--- src/hw/ucil_pkg.sv ---
// package: shared constants and types of the uart channel interrupt logic
//
// Summary of operation
// - enabled cts rising edge raises interrupt
// - enabled rts output rising edge raises interrupt
// - xoff interrupt needs enable; upper enables need extension
// - any modem delta flag raises modem interrupt
// - overrun, framing, parity, break give line interrupt
// - line interrupt on arrival, again at head
// - queued error shows fifo flag; head flags only
// - tx interrupt: holding empty, or trigger then empty
// - half-duplex mode delays second tx interrupt
// - rx data interrupt: holding full or trigger reached
// - status read gives highest pending; others wait
// - reported source held until its own clear
// - time-out after four chars plus twelve bits
// - auto cts/dsr flow interrupts on selected rise
// - auto rts/dtr flow interrupts on selected rise
// - wake-up interrupt, cleared by global register read
// - line read clears line; modem read clears modem, flow
// - rx data clears below trigger; time-out on read
// - tx ready clears on status read or write
// - xon/xoff clear on status read; special also next char
// - six-bit source codes by priority one to seven
// - status bit zero low while anything pending
// - status bits seven, six follow fifo enable
package ucil_pkg;

	// register addresses on the plain register port
	localparam logic [3:0] ADDR_RX_HOLDING = 4'h0;
	localparam logic [3:0] ADDR_INT_ENABLE = 4'h1;
	localparam logic [3:0] ADDR_INT_STATUS = 4'h2;
	localparam logic [3:0] ADDR_LINE_STATUS = 4'h5;
	localparam logic [3:0] ADDR_MODEM_STATUS = 4'h6;

	// interrupt_enable fields and reset value
	localparam int IE_RX_DATA = 0;
	localparam int IE_TX_READY = 1;
	localparam int IE_LINE = 2;
	localparam int IE_MODEM = 3;
	localparam int IE_XOFF = 5;
	localparam int IE_RTS = 6;
	localparam int IE_CTS = 7;
	localparam logic [7:0] INT_ENABLE_RESET = 8'h00;
	localparam logic [7:0] IE_MASK_BASE = 8'h0F;
	localparam logic [7:0] IE_MASK_EXT = 8'hE0;

	// interrupt_status source codes, bits five to zero
	localparam logic [5:0] CODE_LINE = 6'h06;
	localparam logic [5:0] CODE_RX_DATA = 6'h04;
	localparam logic [5:0] CODE_TIMEOUT = 6'h0C;
	localparam logic [5:0] CODE_TX_READY = 6'h02;
	localparam logic [5:0] CODE_MODEM = 6'h00;
	localparam logic [5:0] CODE_FLOW_CHAR = 6'h10;
	localparam logic [5:0] CODE_FLOW_PIN = 6'h20;
	localparam logic [5:0] CODE_NONE = 6'h01;
	localparam logic [7:0] INT_STATUS_RESET = 8'h01;

	// receive time-out length in character times and bit times
	localparam logic [6:0] TIMEOUT_CHARS = 7'h04;
	localparam logic [6:0] TIMEOUT_BITS = 7'h0C;

	// interrupt sources in priority order, one highest
	typedef enum logic [2:0] {
		SRC_NONE = 3'b000,
		SRC_LINE = 3'b001,
		SRC_RX_DATA = 3'b010,
		SRC_TIMEOUT = 3'b011,
		SRC_TX_READY = 3'b100,
		SRC_MODEM = 3'b101,
		SRC_FLOW_CHAR = 3'b110,
		SRC_FLOW_PIN = 3'b111
	} ucil_src_t;

endpackage

--- src/hw/ucil_top.sv ---
// module: interrupt enable, prioritising and status logic of one uart channel
//
// The implementer's own choices: the address-and-strobe port and the placing of the registers.
`timescale 1ns/10ps
`default_nettype none

module ucil_top
#(
	parameter int FIFO_DEPTH = 64,
	parameter int CW = 7
)
(
	// clock and reset
	input wire logic i_clk,
	input wire logic i_rst,
	// register port
	input wire logic [3:0] i_addr,
	input wire logic [7:0] i_wdata,
	input wire logic i_wr,
	input wire logic i_rd,
	output logic [7:0] o_rdata,
	// configuration bits held by neighbouring registers
	input wire logic i_fifo_en,
	input wire logic i_ext_enable,
	input wire logic i_auto_cts_en,
	input wire logic i_auto_rts_en,
	input wire logic i_flow_sel_dtr,
	input wire logic i_auto_rs485,
	// receiver status
	input wire logic i_rx_char_in,
	input wire logic i_rx_err_new,
	input wire logic i_rx_err_at_head,
	input wire logic [3:0] i_head_err,
	input wire logic i_fifo_err_any,
	input wire logic i_rx_holding_full,
	input wire logic [CW-1:0] i_rx_count,
	input wire logic [CW-1:0] i_rx_trigger,
	input wire logic i_bit_tick,
	input wire logic [3:0] i_char_bits,
	// transmitter status
	input wire logic [CW-1:0] i_tx_count,
	input wire logic [CW-1:0] i_tx_trigger,
	input wire logic i_tx_holding_empty,
	input wire logic i_tx_shift_empty,
	// modem and flow pins
	input wire logic [3:0] i_msr_delta,
	input wire logic i_cts_pin,
	input wire logic i_dsr_pin,
	input wire logic i_rts_out,
	input wire logic i_dtr_out,
	// software flow character detection
	input wire logic i_xon_rx,
	input wire logic i_xoff_rx,
	input wire logic i_special_rx,
	// sleep and global interrupt register
	input wire logic i_wake,
	input wire logic i_global_read,
	// interrupt outputs
	output logic o_irq,
	output logic o_wake_irq,
	output logic [4:0] o_line_err
);

	// ------------------------------------------------------------
	// elaboration checks
	// ------------------------------------------------------------
	if (FIFO_DEPTH < 2 || FIFO_DEPTH > 256)
	begin : g_depth_bad
		$error("fifo depth out of range");
	end
	if (CW < $clog2(FIFO_DEPTH + 1))
	begin : g_cw_bad
		$error("count width too small for the fifo depth");
	end

	// ------------------------------------------------------------
	// functions
	// ------------------------------------------------------------

	// status code of a source
	function automatic logic [5:0] ucil_code(input ucil_pkg::ucil_src_t src);
		logic [5:0] c;
		c = ucil_pkg::CODE_NONE;
		case (src)
			ucil_pkg::SRC_LINE: c = ucil_pkg::CODE_LINE;
			ucil_pkg::SRC_RX_DATA: c = ucil_pkg::CODE_RX_DATA;
			ucil_pkg::SRC_TIMEOUT: c = ucil_pkg::CODE_TIMEOUT;
			ucil_pkg::SRC_TX_READY: c = ucil_pkg::CODE_TX_READY;
			ucil_pkg::SRC_MODEM: c = ucil_pkg::CODE_MODEM;
			ucil_pkg::SRC_FLOW_CHAR: c = ucil_pkg::CODE_FLOW_CHAR;
			ucil_pkg::SRC_FLOW_PIN: c = ucil_pkg::CODE_FLOW_PIN;
			default: c = ucil_pkg::CODE_NONE;
		endcase
		return c;
	endfunction

	// highest priority set bit; index one is the highest level
	function automatic ucil_pkg::ucil_src_t ucil_pick(input logic [7:1] eff);
		ucil_pkg::ucil_src_t s;
		s = ucil_pkg::SRC_NONE;
		for (int i = 7; i >= 1; i--)
		begin
			if (eff[i])
			begin
				s = ucil_pkg::ucil_src_t'(i[2:0]);
			end
		end
		return s;
	endfunction

	// time-out length in bit times: four characters plus twelve bits
	function automatic logic [6:0] ucil_to_limit(input logic [3:0] bits);
		logic [6:0] lim;
		lim = 7'(ucil_pkg::TIMEOUT_CHARS * {3'h0, bits}) + ucil_pkg::TIMEOUT_BITS;
		return lim;
	endfunction

	// ------------------------------------------------------------
	// state
	// ------------------------------------------------------------
	typedef struct packed {
		logic [7:0] interrupt_enable;
		logic [7:0] rdata;
		logic cts_s1;
		logic cts_s2;
		logic dsr_s1;
		logic dsr_s2;
		logic cts_prev;
		logic dsr_prev;
		logic rts_prev;
		logic dtr_prev;
		logic tx_above;
		logic tx_done_prev;
		logic line_p;
		logic timeout_p;
		logic tx_p;
		logic flow_char_p;
		logic flow_pin_p;
		logic wake_p;
		logic [6:0] to_cnt;
		ucil_pkg::ucil_src_t cur;
		logic irq;
		logic [4:0] line_err;
	} ucil_state_t;

	ucil_state_t s;
	ucil_state_t next_s;

	// ------------------------------------------------------------
	// bus decode
	// ------------------------------------------------------------
	logic rd_ier;
	logic rd_isr;
	logic rd_line;
	logic rd_modem;
	logic rd_rhr;
	logic wr_ier;
	logic wr_thr;

	// strobes qualified by address; other addresses belong to neighbours
	assign rd_ier = i_rd && (i_addr == ucil_pkg::ADDR_INT_ENABLE);
	assign rd_isr = i_rd && (i_addr == ucil_pkg::ADDR_INT_STATUS);
	assign rd_line = i_rd && (i_addr == ucil_pkg::ADDR_LINE_STATUS);
	assign rd_modem = i_rd && (i_addr == ucil_pkg::ADDR_MODEM_STATUS);
	assign rd_rhr = i_rd && (i_addr == ucil_pkg::ADDR_RX_HOLDING);
	assign wr_ier = i_wr && (i_addr == ucil_pkg::ADDR_INT_ENABLE);
	assign wr_thr = i_wr && (i_addr == ucil_pkg::ADDR_RX_HOLDING);

	// ------------------------------------------------------------
	// event detection
	// ------------------------------------------------------------
	logic cts_rise;
	logic dsr_rise;
	logic rts_rise;
	logic dtr_rise;
	logic flow_in_rise;
	logic flow_out_rise;
	logic tx_below;
	logic tx_done;
	logic tx_evt;
	logic rx_data_lvl;
	logic rx_waiting;
	logic modem_lvl;

	// cts and dsr edges are taken from the second synchroniser stage; rts and dtr edges straight from the outputs
	assign cts_rise = s.cts_s2 && !s.cts_prev;
	assign dsr_rise = s.dsr_s2 && !s.dsr_prev;
	assign rts_rise = i_rts_out && !s.rts_prev;
	assign dtr_rise = i_dtr_out && !s.dtr_prev;
	assign flow_in_rise = i_flow_sel_dtr ? dsr_rise : cts_rise;
	assign flow_out_rise = i_flow_sel_dtr ? dtr_rise : rts_rise;

	// tx: first event on falling below trigger, second on empty
	assign tx_below = i_tx_count < i_tx_trigger;
	// with fifos on, half-duplex waits for the shift register as well
	assign tx_done = i_fifo_en
		? ((i_tx_count == '0) && (!i_auto_rs485 || i_tx_shift_empty))
		: i_tx_holding_empty;
	assign tx_evt = (tx_done && !s.tx_done_prev) || (i_fifo_en && tx_below && s.tx_above);

	// rx data is a level, so it clears by itself below trigger
	assign rx_data_lvl = i_fifo_en ? (i_rx_count >= i_rx_trigger) : i_rx_holding_full;
	assign rx_waiting = i_fifo_en && (i_rx_count != '0);
	assign modem_lvl = |i_msr_delta;

	// ------------------------------------------------------------
	// next state
	// ------------------------------------------------------------
	logic [7:1] eff;
	logic [6:0] to_limit;
	logic cur_done;

	assign to_limit = ucil_to_limit(i_char_bits);

	// effective pending sources, gated by their enables
	always_comb
	begin
		eff = '0;
		eff[1] = s.line_p && s.interrupt_enable[ucil_pkg::IE_LINE];
		eff[2] = rx_data_lvl && s.interrupt_enable[ucil_pkg::IE_RX_DATA];
		eff[3] = s.timeout_p && s.interrupt_enable[ucil_pkg::IE_RX_DATA];
		eff[4] = s.tx_p && s.interrupt_enable[ucil_pkg::IE_TX_READY];
		eff[5] = modem_lvl && s.interrupt_enable[ucil_pkg::IE_MODEM];
		eff[6] = s.flow_char_p && s.interrupt_enable[ucil_pkg::IE_XOFF];
		// the flow-pin group is gated where its edges are latched, not here
		eff[7] = s.flow_pin_p;
	end

	// all state moves here; sets are applied after clears so they win
	always_comb
	begin
		next_s = s;

		// pin synchronisers and edge history
		next_s.cts_s1 = i_cts_pin;
		next_s.cts_s2 = s.cts_s1;
		next_s.dsr_s1 = i_dsr_pin;
		next_s.dsr_s2 = s.dsr_s1;
		next_s.cts_prev = s.cts_s2;
		next_s.dsr_prev = s.dsr_s2;
		next_s.rts_prev = i_rts_out;
		next_s.dtr_prev = i_dtr_out;
		next_s.tx_above = !tx_below;
		next_s.tx_done_prev = tx_done;

		// enable register; upper bits only with extended features on
		if (wr_ier)
		begin
			next_s.interrupt_enable = (i_wdata & ucil_pkg::IE_MASK_BASE)
				| (i_ext_enable ? (i_wdata & ucil_pkg::IE_MASK_EXT) : (s.interrupt_enable & ucil_pkg::IE_MASK_EXT));
		end

		// read data stands only in the cycle after the read strobe
		next_s.rdata = 8'h00;
		if (rd_ier)
		begin
			next_s.rdata = s.interrupt_enable & (ucil_pkg::IE_MASK_BASE | ucil_pkg::IE_MASK_EXT);
		end
		else if (rd_isr)
		begin
			next_s.rdata = {i_fifo_en, i_fifo_en, ucil_code(s.cur)};
		end

		// line status: cleared by reading the line status register
		if (rd_line)
		begin
			next_s.line_p = 1'b0;
		end
		if (i_rx_err_new || i_rx_err_at_head)
		begin
			next_s.line_p = 1'b1;
		end
		next_s.line_err = {i_fifo_err_any, i_head_err};

		// receive time-out counter runs in bit times while data waits
		if (rd_rhr || i_rx_char_in || !rx_waiting)
		begin
			next_s.to_cnt = 7'h00;
		end
		else if (i_bit_tick && (s.to_cnt < to_limit))
		begin
			next_s.to_cnt = s.to_cnt + 7'h01;
		end
		if (rd_rhr)
		begin
			next_s.timeout_p = 1'b0;
		end
		if (rx_waiting && !rd_rhr && !i_rx_char_in && i_bit_tick
			&& (s.to_cnt + 7'h01 == to_limit))
		begin
			next_s.timeout_p = 1'b1;
		end

		// transmit ready: status read while reported, or holding write
		if (wr_thr || (rd_isr && s.cur == ucil_pkg::SRC_TX_READY))
		begin
			next_s.tx_p = 1'b0;
		end
		if (tx_evt)
		begin
			next_s.tx_p = 1'b1;
		end

		// flow characters: status read while reported; special on next char
		if (rd_isr && s.cur == ucil_pkg::SRC_FLOW_CHAR)
		begin
			next_s.flow_char_p = 1'b0;
		end
		if (i_rx_char_in && !i_xon_rx && !i_xoff_rx)
		begin
			next_s.flow_char_p = 1'b0;
		end
		if (s.interrupt_enable[ucil_pkg::IE_XOFF] && (i_xoff_rx || i_xon_rx || i_special_rx))
		begin
			next_s.flow_char_p = 1'b1;
		end

		// flow pin changes: cleared by a modem status read
		if (rd_modem)
		begin
			next_s.flow_pin_p = 1'b0;
		end
		if ((s.interrupt_enable[ucil_pkg::IE_CTS] && cts_rise)
			|| (s.interrupt_enable[ucil_pkg::IE_RTS] && rts_rise)
			|| (i_auto_cts_en && flow_in_rise)
			|| (i_auto_rts_en && flow_out_rise))
		begin
			next_s.flow_pin_p = 1'b1;
		end

		// wake-up goes to the global register, not to the status code
		if (i_global_read)
		begin
			next_s.wake_p = 1'b0;
		end
		if (i_wake)
		begin
			next_s.wake_p = 1'b1;
		end

		// hold the reported source until its own clear, then re-pick
		if (cur_done)
		begin
			next_s.cur = ucil_pick(eff);
		end
		next_s.irq = (cur_done ? ucil_pick(eff) : s.cur) != ucil_pkg::SRC_NONE;
	end

	// the current source is finished once it no longer pends
	always_comb
	begin
		cur_done = 1'b1;
		if (s.cur != ucil_pkg::SRC_NONE)
		begin
			cur_done = !eff[s.cur];
		end
	end

	// ------------------------------------------------------------
	// state register
	// ------------------------------------------------------------
	always_ff @(posedge i_clk or posedge i_rst)
	begin
		if (i_rst)
		begin
			s <= '0;
			s.interrupt_enable <= ucil_pkg::INT_ENABLE_RESET;
			s.cur <= ucil_pkg::SRC_NONE;
		end
		else
		begin
			s <= next_s;
		end
	end

	// ------------------------------------------------------------
	// outputs
	// ------------------------------------------------------------
	assign o_rdata = s.rdata;
	assign o_irq = s.irq;
	assign o_wake_irq = s.wake_p;
	assign o_line_err = s.line_err;

endmodule

`default_nettype wire

--- config.mk ---
export PLATFORM = sky130hd
export DESIGN_NAME = ucil_top
export DESIGN_NICKNAME = d
export VERILOG_FILES = /design/src/hw/ucil_pkg.sv /design/src/hw/ucil_top.sv
export SDC_FILE = /design/constraint.sdc
export NUM_CORES = 1
export LEC_CHECK = 0
export ABC_AREA = 1
export BUFFER_PORTS_ARGS = -buffer_cell sky130_fd_sc_hd__buf_4
export CAP_MARGIN = 20
export CORE_MARGIN = 4
export CORE_UTILIZATION = 55
export DETAILED_ROUTE_END_ITERATION = 10
export PLACE_DENSITY = 0.9
export REMOVE_ABC_BUFFERS = 1
export SYNTH_ARGS = -nofsm -noshare
export SYNTH_HDL_FRONTEND = slang
export SYNTH_SLANG_ARGS = --single-unit
--- constraint.sdc ---
create_clock -name i_clk -period 3.05 [get_ports i_clk]
set_input_delay 0 -clock i_clk [delete_from_list [all_inputs] [get_ports i_clk]]
set_output_delay 0 -clock i_clk [all_outputs]
set_load 0.01 [all_outputs]
## After elaboration in Yosys (flattened, before gate mapping)

Cells that the tools add are included.
W data, S select, Z words.

| word-level totals | value |
|---|---|
| register bits | 48 |
| bits of input ports | 79 |
| output and inout bits | 15 |

| cells by class | value |
|---|---|
| $add $sub $neg | 2 |
| magnitude comparators | 4 |
| equality and inequality tests | 12 |
| muxes and demuxes | 34 |
| bitwise logic cells | 1 |
| reductions and logical operators | 73 |

Operators by type and width:

| kind | count |
|---|---|
| $pmux W6 S7 | 1 |
| $logic_and A1 B1 Y1 | 36 |
| $mux W3 | 8 |
| $mux W8 | 3 |
| $mux W1 | 19 |
| $lt A7 B7 Y1 | 2 |
| $mux W7 | 2 |
| $logic_not A1 Y1 | 13 |
| $eq A3 B3 Y1 const B | 4 |
| $reduce_bool A2 Y1 | 6 |
| $logic_or A1 B1 Y1 | 11 |
| $reduce_bool A3 Y1 | 3 |
| $eq A4 B3 Y1 const B | 2 |
| $or A4 B8 Y8 | 1 |
| $add A6 B4 Y7 const B | 1 |
| $add A7 B1 Y7 const B | 1 |
| $eq A7 B7 Y1 | 1 |
| $ge A7 B7 Y1 | 1 |
| $logic_not A7 Y1 | 1 |
| $reduce_bool A7 Y1 | 1 |
| $eq A3 B2 Y1 const B | 2 |
| $eq A4 B1 Y1 const B | 1 |
| $eq A4 B2 Y1 const B | 1 |
| $logic_not A4 Y1 | 1 |
| other kinds (4) | 4 |

## Longest topological paths before layout

Gate-level depths: netlist of the first run.

| depth | value |
|---|---|
| word-level depth | 9 |
| depth in mapped cells | 15 |

## Worst setup path before layout of the first run

OpenSTA, ideal clock, no wires.

| timing path | value |
|---|---|
| kind | input to register |
| start point | input port i_char_bits[0] |
| end point | register s[11] (netlist name) |
| arrival time | 1585 ps |
| data required time | 2923 ps |
| path slack | 1338 ps |
| stages on the path | 11 |
| path buffers | 0 |
| cell sequence | inv_1 -> ha_1 -> nor3_1 -> inv_1 -> ha_1 -> nand4_1 -> o21bai_1 -> nand4_1 -> inv_1 -> o21ai_0 -> a21oi_1 |

| between the ends | value |
|---|---|
| cells in the longest elaborated chain, start to end | 4 |

RTL lines:

| item | line | RTL |
|---|---|---|
| start, declared | ucil_top.sv:39 | `input wire logic [3:0] i_char_bits,` |
| $add A6 B4 Y7 | ucil_top.sv:114 | `lim = 7'(ucil_pkg::TIMEOUT_CHARS * {3'h0, bits}) + ucil_pkg::TIMEOUT_BITS;` |
| $lt A7 B7 Y1 | ucil_top.sv:280 | `else if (i_bit_tick && (s.to_cnt < to_limit))` |
| $logic_and A1 B1 Y1 | ucil_top.sv:280 |  |
| $reduce_bool A2 Y1 (no source line) | -- |  |
| end signal, assigned | ucil_top.sv:372 | `s <= next_s;` |
| end, declared | ucil_top.sv:146 | `ucil_state_t s;` |

Every way passes these cells.
A chain may end at the register's enable or synchronous reset.

## Final worst setup path of the first run

| timing path | value |
|---|---|
| start point | input port i_char_bits[0] |
| end point | register s[13] (netlist name) |

The elaborated chain is that of the path after synthesis.

==> results.env, run 1 <==
WORST-SLEW-PIN-TRANSITION_NS=0.930
CRITICAL_PATH_ARRIVAL_NS=2.00
DRC=0
SETUP_REPAIR_AFTER_GLOBAL_ROUTING_MISSED_ITS_MARGIN='no'
SETUP_VIOL=0
GRT_OVERFLOW=0
CLOCK_TREE.BUFFER_DEPTH=2
FINISH.NET_COUNT=556
SYNTHCELLS=345
WORST_SETUP_PATH_START_KIND='input pin'
VIAS=2689
YOSYS_REGISTER_BITS=47
PLACE.PORT_BUFFERS=92
DRIVE_GT1_SHARE_PCT=25.1
WIRELENGTH_UM=7370
NUMBER_OF_FLOPS_MAPPED_TO_ENABLE_CELLS_BY_YOSYS=0
DETAILEDPLACEMENTHPWL_UM=5360
GRTUSAGEMET3_PCT=5.56
DETAIL_ROUTE.ITER0.VIOLATIONS=199
SYNTH-MAIN-FF-CELL='sky130_fd_sc_hd__dfrtp_1'
HOLD-PATH-CELL-COUNT=3
CTS_ROOT_BUFFER='sky130_fd_sc_hd__clkbuf_8'
FLOORPLAN.DIE_AREA_MM2=0.00627
MULTI_INPUT_AREA_MM2=0.00126
DIE_X_UM=79.2
ROUTE.DETAILED.WL_PER_INST_UM=14.0
ROUTABILITYCONGESTION=0.897
MAX_FREQ_MHz=550
FLOORPLAN.CORE_AREA_MM2=0.00482
HTREE_LEVELS=2
WORST_PATH_MAX_DELAY_CELL='sky130_fd_sc_hd__nor3_1'
POSTCTSRESIZEDCELLS=0
FIN_CRIT_NS=1.82
CRITICAL_PATH_SINK_TYPE='flop'
DESIGN.PORTCOUNT=94
SYNTH_AREA_PER_CELL_UM2=8.08
SYNTH.LIB_CELLS_USED.DISTINCT=37
VDD_IR_DROP_MAX_mV=0.328
NUM-FILL-CELLS=320
PLACEDINSTANCEAREA_MM2=0.00346
CORE.ROWCOUNT=25
HOLD_PATH.CLASS='input pin to flop'
YS_SEQ_AREA_SHARE_PCT=42.2
ROUTE.DETAILED.VIAS_PER_INST=5.12
PWR_DENSITY_CELL_mW_PER_MM2=451
CRIT_PATH_CELL_TRACE='buf_4 > inv_1 > ha_1 > nor3_1 > inv_1 > ha_1 > nand4_1 > o21bai_1 > nand4_1 > inv_1 > o21ai_0 > a21oi_1'
SYN_AREA_MM2=0.00279
FINCLKSKEW_NS=0.0150
GRT_BUSIEST_LAYER='met2'
FIRST_GLOBAL_VIAS=2694
GRT_USE_MET1_PCT=25.6
GRT.MET2_USAGE_PCT=45.7
ANTENNADIODECOUNT=0
MAXSLEWHEADROOM_PCT=37.9
POST-ROUTE-PERIOD-UTIL_PCT=59.6
WORSTPATHREQUIRED_NS=3.24
TIMING_MAX_TRANSITION_VIOLATIONS_FINAL=0
TRITONCTS='built'
STATUS='finished, final reports clean'
GRT_START_MAX_NET_PINS=48
ASYNC_FLOP_SHARE_PCT=100
ANTENNA_VIOLATING_NETS_POST_ROUTE=0
CP_SLOWEST_STAGE_DELAY_NS=0.34
PRE_ANTENNA_DRT_ITERS=4
CLOCK_SINKS=47
CRITICAL_PATH.MAX_FANOUT=6
FIN_AREA_MM2=0.00384
GRT_FIRST_PASS_WIRELENGTH_UM=11800
PATH_CLK_SLEW_NS=0.10
CRITICAL_SETUP_PATH_KIND='input pin to flop'
POWER.STATIC_LEAKAGE_nW=2.09
CTS_INSERTED_BUFFERS=5
WORST_REG_TO_REG_PATH_CELL_COUNT=7
FP.DIEH_UM=79.2
DRV.MAX_CAP_VIOLATION_COUNT=0
YOSYS_WARNINGS=0
WORSTSKEWPAIRLATENCY_NS=0.31
SYN2LAYOUT_AREA_GROWTH_PCT=37.8
CRIT_PATH_FREQUENT_CELL='sky130_fd_sc_hd__inv_1'
FIN_SETUP_TNS_NS=0
ANTENNA_VIOLATIONS_BEFORE_REPAIR=0
NUMBER_OF_HOLD_SLACK_VIOLATIONS_IN_THE_FINAL_TIMING_REPORT=0
REGISTER_AREA_MM2=0.00118
GR-USAGE-ALL-LAYERS_PCT=24.1
INITIAL_CELL_DENSITY_OF_THE_CORE_PCT=57.8
-- layout make-up --
cell class	count	area share, %
Multi-Input combinational cell	219	33.0
Sequential cell	47	30.6
Timing Repair Buffer	118	24.8
Inverter	66	6.45
Tap cell	67	2.18
Clock buffer	5	1.79
Clock inverter	3	1.21
-- per-stage QoR --
| stage | instances | hold slack [ns] | util [%] | power, mW | setup slack [ns] |
|---|---|---|---|---|---|
| finish | 525 | 0.0271 | 79.7 | 1.73 | 1.23 |
| global route | 525 | 0.0335 | 79.7 | 1.84 | 1.01 |
| CTS | 525 | 0.0218 | 79.7 | 1.72 | 1.24 |
| detailed placement | 491 | 0.111 | 71.9 | 1.23 | 0.914 |
| global placement | 491 | 0.110 | 71.9 | 1.21 | 1.07 |
| floorplan | 332 | 0.0314 | - | 1.05 | 1.34 |
-- cells in the final DEF, fill, tap and decap left out, types with 2 or more instances in the layout --
cell | netlist | layout
sky130_fd_sc_hd__nor4_1 | 2 | 2
sky130_fd_sc_hd__dlygate4sd3_1 | 0 | 26
sky130_fd_sc_hd__o21ai_0 | 11 | 11
sky130_fd_sc_hd__o2111ai_1 | 2 | 2
sky130_fd_sc_hd__dfrtp_1 | 47 | 47
sky130_fd_sc_hd__nor3_1 | 5 | 5
sky130_fd_sc_hd__a21oi_1 | 12 | 12
sky130_fd_sc_hd__o22ai_1 | 2 | 2
sky130_fd_sc_hd__inv_1 | 62 | 61
sky130_fd_sc_hd__buf_4 | 13 | 92
sky130_fd_sc_hd__nand2_2 | 4 | 4
sky130_fd_sc_hd__nor2_1 | 21 | 21
sky130_fd_sc_hd__xor2_1 | 7 | 7
sky130_fd_sc_hd__nand2_1 | 79 | 79
sky130_fd_sc_hd__inv_2 | 4 | 5
sky130_fd_sc_hd__o31ai_1 | 5 | 5
sky130_fd_sc_hd__clkbuf_8 | 0 | 5
sky130_fd_sc_hd__nand4_1 | 8 | 8
sky130_fd_sc_hd__o21bai_1 | 2 | 2
sky130_fd_sc_hd__nand3b_1 | 2 | 2
sky130_fd_sc_hd__xnor2_1 | 2 | 2
sky130_fd_sc_hd__nand3_1 | 18 | 18
sky130_fd_sc_hd__ha_1 | 20 | 20
sky130_fd_sc_hd__nor2_2 | 2 | 2
-- per-layer routing --
layer / up-vias / routed length, um
li1: 1323 / -
met1: 1232 / 2590
met2: 111 / 4070
met3: 23 / 505
met4: 0 / 210
met5: - / 0
-- cells by family (layout without fill, tap and decap cells) --
logic type / count (synthesis) / after routing / synth area share [%]
multiplexers: 1 / 1 / 0.539
XOR/XNOR: 9 / 9 / 2.83
AND/OR/NAND/NOR: 145 / 145 / 22.9
buffers and inverters: 79 / 192 / 12.4
flip-flops: 47 / 47 / 42.2
AO/OA/AOI/OAI: 44 / 44 / 10.1
adder cells (fa/ha/maj): 20 / 20 / 8.98
-- state kept, by name, summed over array words and instances, names as in the netlist --
signal	cells
o_rdata	8
eff	1
o_line_err	5
o_irq	1
s	27
o_wake_irq	1
next_s	4
-- worst max-delay path: cells and delay by family --
kind | cells | cell delay, ns
fa+ha+maj | 2 | 0.55
buf+inv | 4 | 0.39
simple gates | 3 | 0.66
compound gates | 3 | 0.41
-- synth_stat cells (2+ instances only) --
cell type                   number  area share (%)
sky130_fd_sc_hd__nor2_2          2            0.45
sky130_fd_sc_hd__ha_1           20             9.0
sky130_fd_sc_hd__o31ai_1         5             1.3
sky130_fd_sc_hd__nand2_1        79              11
sky130_fd_sc_hd__o22ai_1         2            0.45
sky130_fd_sc_hd__nor2_1         21             2.8
sky130_fd_sc_hd__nand3_1        18             3.2
sky130_fd_sc_hd__xor2_1          7             2.2
sky130_fd_sc_hd__o21ai_0        11             2.0
sky130_fd_sc_hd__buf_4          13             3.5
sky130_fd_sc_hd__xnor2_1         2            0.63
sky130_fd_sc_hd__inv_1          62             8.4
sky130_fd_sc_hd__o21bai_1        2            0.54
sky130_fd_sc_hd__dfrtp_1        47              42
sky130_fd_sc_hd__o2111ai_1       2            0.63
sky130_fd_sc_hd__nand3b_1        2            0.54
sky130_fd_sc_hd__inv_2           4            0.54
sky130_fd_sc_hd__nand2_2         4            0.90
sky130_fd_sc_hd__nor4_1          2            0.45
sky130_fd_sc_hd__nor3_1          5            0.90
sky130_fd_sc_hd__a21oi_1        12             2.2
sky130_fd_sc_hd__nand4_1         8             1.8
-- power breakdown --
| part | leakage, nW | switching (mW) | internal [mW] | total [mW] |
|---|---|---|---|---|
| clock network | 0.0548 | 0.218 | 0.247 | 0.465 |
| logic | 1.46 | 0.294 | 0.231 | 0.525 |
| registers | 0.571 | 0.0546 | 0.688 | 0.742 |
| total | 2.09 | 0.567 | 1.17 | 1.73 |
-- path summary, 6_finish.rpt --
| check | start | to | slack [ns] |
|---|---|---|---|
| min reg2reg | next_s[28] | next_s[26] | 0.34 |
| min | i_ext_enable | s[46] | 0.03 |
| min in group asynchronous | i_rst | s[24] | 0.45 |
| max | i_char_bits[0] | s[13] | 1.23 |
| max reg2reg | s[13] | s[13] | 1.24 |
| max in group asynchronous | i_rst | o_rdata[0] | 2.01 |
-- what timing repair did --
item | CTS | global route
hold endpoints to repair | 68 | 0
setup buffers | 0 | 0
hold buffers | 26 | 0
No activity file was read; power rests on OpenSTA's default activity.
==> inputs of run 2 (changes only) <==
--- a/config.mk
+++ b/config.mk
@@ -5,13 +5,13 @@
 export SDC_FILE = /design/constraint.sdc
 export NUM_CORES = 1
 export LEC_CHECK = 0
-export ABC_AREA = 1
+export ABC_AREA = 0
 export BUFFER_PORTS_ARGS = -buffer_cell sky130_fd_sc_hd__buf_4
 export CAP_MARGIN = 20
 export CORE_MARGIN = 4
-export CORE_UTILIZATION = 55
+export CORE_UTILIZATION = 46
 export DETAILED_ROUTE_END_ITERATION = 10
-export PLACE_DENSITY = 0.9
+export PLACE_DENSITY = 0.81
 export REMOVE_ABC_BUFFERS = 1
 export SYNTH_ARGS = -nofsm -noshare
 export SYNTH_HDL_FRONTEND = slang
==> constraint.sdc (replaced) <==
create_clock -name i_clk -period 1.5 [get_ports i_clk]
set_input_delay 0 -clock i_clk [delete_from_list [all_inputs] [get_ports i_clk]]
set_output_delay 0 -clock i_clk [all_outputs]
set_load 0.01 [all_outputs]
==> results.env, run 2 <==
STATUS='finished with violations'
VIOLATIONS='negative setup slack'
ROUTE.DETAILED.WL_PER_INST_UM=15.9  # +13%
TRITONCTS='built'
WORST_SETUP_PATH_START_KIND='flop'
FINCLKSKEW_NS=0.00836  # -0.00663 ns
INITIAL_CELL_DENSITY_OF_THE_CORE_PCT=47.4  # -10 points
YOSYS_REGISTER_BITS=47  # unchanged
ASYNC_FLOP_SHARE_PCT=100  # unchanged
SETUP_VIOL=8  # +8
LAYOUT_COMMON_CELLS='125 x sky130_fd_sc_hd__buf_4, 46 x sky130_fd_sc_hd__dfrtp_1, 27 x sky130_fd_sc_hd__dlygate4sd3_1, 21 x sky130_fd_sc_hd__inv_1, 21 x sky130_fd_sc_hd__nand2_1'
YS_TOP_CELLS_BY_COUNT='47 x sky130_fd_sc_hd__dfrtp_1, 23 x sky130_fd_sc_hd__nand2_1, 22 x sky130_fd_sc_hd__inv_1'
WIRELENGTH_UM=8030  # +9.0%
CLOCK_TREE.BUFFER_DEPTH=2  # unchanged
DETAIL_ROUTE.ITER0.VIOLATIONS=182  # -8.5%
MAXSLEWHEADROOM_PCT=60.2  # +22 points
SYN_AREA_MM2=0.00281  # +0.81%
ROUTE.DETAILED.VIAS_PER_INST=5.31  # +3.7%
ANTENNA_VIOLATIONS_BEFORE_REPAIR=0  # unchanged
FP.DIEH_UM=86.1  # +8.8%
FIN_SETUP_TNS_NS=-0.709  # -0.709 ns
YOSYS_WARNINGS=0  # unchanged
GR-USAGE-ALL-LAYERS_PCT=20.8  # -3.3 points
DESIGN.PORTCOUNT=94  # unchanged
MAX_FREQ_MHz=600
SYNTH-MAIN-FF-CELL='sky130_fd_sc_hd__dfrtp_1'
CORE.ROWCOUNT=28  # +12%
CLOCK_SINKS=47  # unchanged
CRITICAL_PATH.MAX_FANOUT=7  # +1
NUMBER_OF_HOLD_SLACK_VIOLATIONS_IN_THE_FINAL_TIMING_REPORT=0  # unchanged
HOLD_PATH.CLASS='input pin to flop'
PWR_DENSITY_CELL_mW_PER_MM2=865  # +92%
SYNTHCELLS=283  # -18%
HOLD_WS_NS=0.00784  # -0.0193 ns
VDD_IR_DROP_MAX_mV=0.623  # +90%
SYNTH.LIB_CELLS_USED.DISTINCT=56  # +51%
POST_SYNTH_MAIN_AREA_CONTRIBUTORS='sky130_fd_sc_hd__dfrtp_1 42%, sky130_fd_sc_hd__ha_1 8.9%, sky130_fd_sc_hd__buf_4 3.5%, sky130_fd_sc_hd__xnor2_1 3.4%, sky130_fd_sc_hd__nand2_1 3.1%'
ANTENNA_VIOLATING_NETS_POST_ROUTE=0  # unchanged
GRT_FIRST_PASS_WIRELENGTH_UM=12300  # +4.1%
PRE_ANTENNA_DRT_ITERS=4  # unchanged
SYNTH_AREA_PER_CELL_UM2=9.93  # +23%
SETUP_REPAIR_AFTER_GLOBAL_ROUTING_MISSED_ITS_MARGIN='yes'
LARGEST_REGISTER_BY_FLOP_COUNT='s'
GRT_START_MAX_NET_PINS=48  # unchanged
HTREE_LEVELS=2  # unchanged
VIAS=2677  # -0.45%
PLACE.PORT_BUFFERS=92  # unchanged
GRT_OVERFLOW=0  # unchanged
FINISH.NET_COUNT=527  # -5.2%
CRIT_PATH_CELL_TRACE='ha_4 > o211ai_1 > a21oi_2 > buf_6 > nor4_4 > xnor2_1 > nor2_1'
PATH_CLK_SLEW_NS=0.09  # about the same
WORST-SLEW-PIN-TRANSITION_NS=0.597  # -0.333 ns
FIRST_GLOBAL_VIAS=2781  # +3.2%
PLACEDINSTANCEAREA_MM2=0.00371  # +7.0%
WORST_PATH_MAX_DELAY_CELL='sky130_fd_sc_hd__dfrtp_1'
SYN2LAYOUT_AREA_GROWTH_PCT=56.0
FLOORPLAN.DIE_AREA_MM2=0.00742  # +18%
DRC=0  # unchanged
CRITICAL_PATH_SINK_TYPE='flop'
LAYOUT_COMMONEST_CELL='sky130_fd_sc_hd__buf_4'
NUMBER_OF_FLOPS_MAPPED_TO_ENABLE_CELLS_BY_YOSYS=0  # unchanged
FINISH.CELL_COUNT_WITHOUT_FILLERS=504  # -4.0%
CTS_ROOT_BUFFER='sky130_fd_sc_hd__clkbuf_8'
POST-SYNTH-TOP-COUNT-CELL='sky130_fd_sc_hd__dfrtp_1'
ROUTABILITYCONGESTION=0.845  # -5.8%
SYNTH_LARGEST_AREA_CELL='sky130_fd_sc_hd__dfrtp_1'
POST-ROUTE-UTIL_PCT=74.0  # -5.7 points
WORSTPATHREQUIRED_NS=1.69  # -1.55 ns
CRITICAL_SETUP_PATH_KIND='flop to flop'
YOSYS_TOP_CELL_AREA_SHARE_PCT=41.9  # -0.34 points
DRV.MAX_CAP_VIOLATION_COUNT=0  # unchanged
FLOORPLAN.CORE_AREA_MM2=0.00592  # +23%
WORSTSKEWPAIRLATENCY_NS=0.31  # about the same
FIN_AREA_MM2=0.00438  # +14%
POWER.STATIC_LEAKAGE_nW=2.05  # -1.8%
CTS_INSERTED_BUFFERS=5  # unchanged
LARGEST_REGISTER_FFS=27  # unchanged
TIMING_MAX_TRANSITION_VIOLATIONS_FINAL=0  # unchanged
FINALPOWER_mW=3.79  # +120%
FIN_CRIT_NS=1.67
ANTENNADIODECOUNT=0  # unchanged
DRIVE_GT1_SHARE_PCT=43.4  # +18 points
CRITICAL_PATH_ARRIVAL_NS=1.85  # -0.15 ns
NUMPLACEDINSTANCES=463  # -5.7%
DIE_X_UM=86.1  # +8.8%
CP_SLOWEST_STAGE_DELAY_NS=0.44  # +0.10 ns
DETAILEDPLACE.WORSTSLACK_NS=-0.379  # -1.29 ns
FINAL_WORST_SETUP_SLACK_NS=-0.168  # -1.40 ns
YS_SEQ_AREA_SHARE_PCT=41.9  # -0.34 points
NUM-FILL-CELLS=387  # +21%
DETAILEDPLACEMENTHPWL_UM=5360  # about the same
POST-ROUTE-PERIOD-UTIL_PCT=111
-- run 2: path summary, 6_finish.rpt --
kind                                 start         end  slack [ns]  cells after the start
worst max-delay path                 s[13]       s[15]       -0.17                      7
worst min-delay path             i_fifo_en       s[19]       0.008                      3
worst max register to register       s[13]       s[15]       -0.17                      7
worst min register to register  next_s[30]  next_s[27]        0.36                      0
max in group asynchronous            i_rst       s[11]        0.65                      4
min in group asynchronous            i_rst       s[15]        0.41                      4
-- run 2: area by class of cell --
| type | count | area [um^2] | area share, % |
|---|---|---|---|
| timing repair buffer | 156 | 1250 | 28.6 |
| tap | 75 | 93.8 | 2.14 |
| clock buffer | 6 | 82.6 | 1.88 |
| inverter | 22 | 82.6 | 1.88 |
| multi-input combinational | 196 | 1680 | 38.2 |
| sequential | 47 | 1180 | 26.9 |
| clock inverter | 2 | 16.3 | 0.371 |
-- run 2: power breakdown --
part	internal [mW]	total, mW	switching, mW
Combinational	0.774	1.45	0.680
Sequential	1.39	1.52	0.128
Clock	0.376	0.816	0.440
-- run 2: kinds of logic after synthesis --
kind of cell	synth area share, %
muxes	2.81
AOI/OAI and AO/OA	16.2
and+or+nand+nor	17.8
adders and majority gates	8.91
buffers and inverters	7.17
DFF	41.9
xor gates and xnor gates	5.21
-- run 2: timing repair --
action / 4_1_cts / 5_1_grt
setup endpoints to repair: 9 / 10
endpoints found under the hold margin: 68 / 0
hold buffers: 27 / 0
buffers inserted: 3 / 5
pin swaps: 10 / 31
gates resized for setup: 17 / 32
-- run 2: worst max-delay path: cells and delay by family, from the launching register on --
family | cells | cell delay [ns]
adders and majority gates | 1 | 0.31
DFF | 1 | 0.44
AOI/OAI and AO/OA | 2 | 0.25
and+or+nand+nor | 2 | 0.14
buffers and inverters | 1 | 0.18
xor gates and xnor gates | 1 | 0.22
-- run 2: layer usage --
metal / global-route usage [%] / vias up / wire [um]
met5: 0 / - / 0
met4: 7.48 / 0 / 192
met3: 4.23 / 15 / 581
met2: 36.7 / 112 / 4030
met1: 24.8 / 1272 / 3220
li1: - / 1278 / -
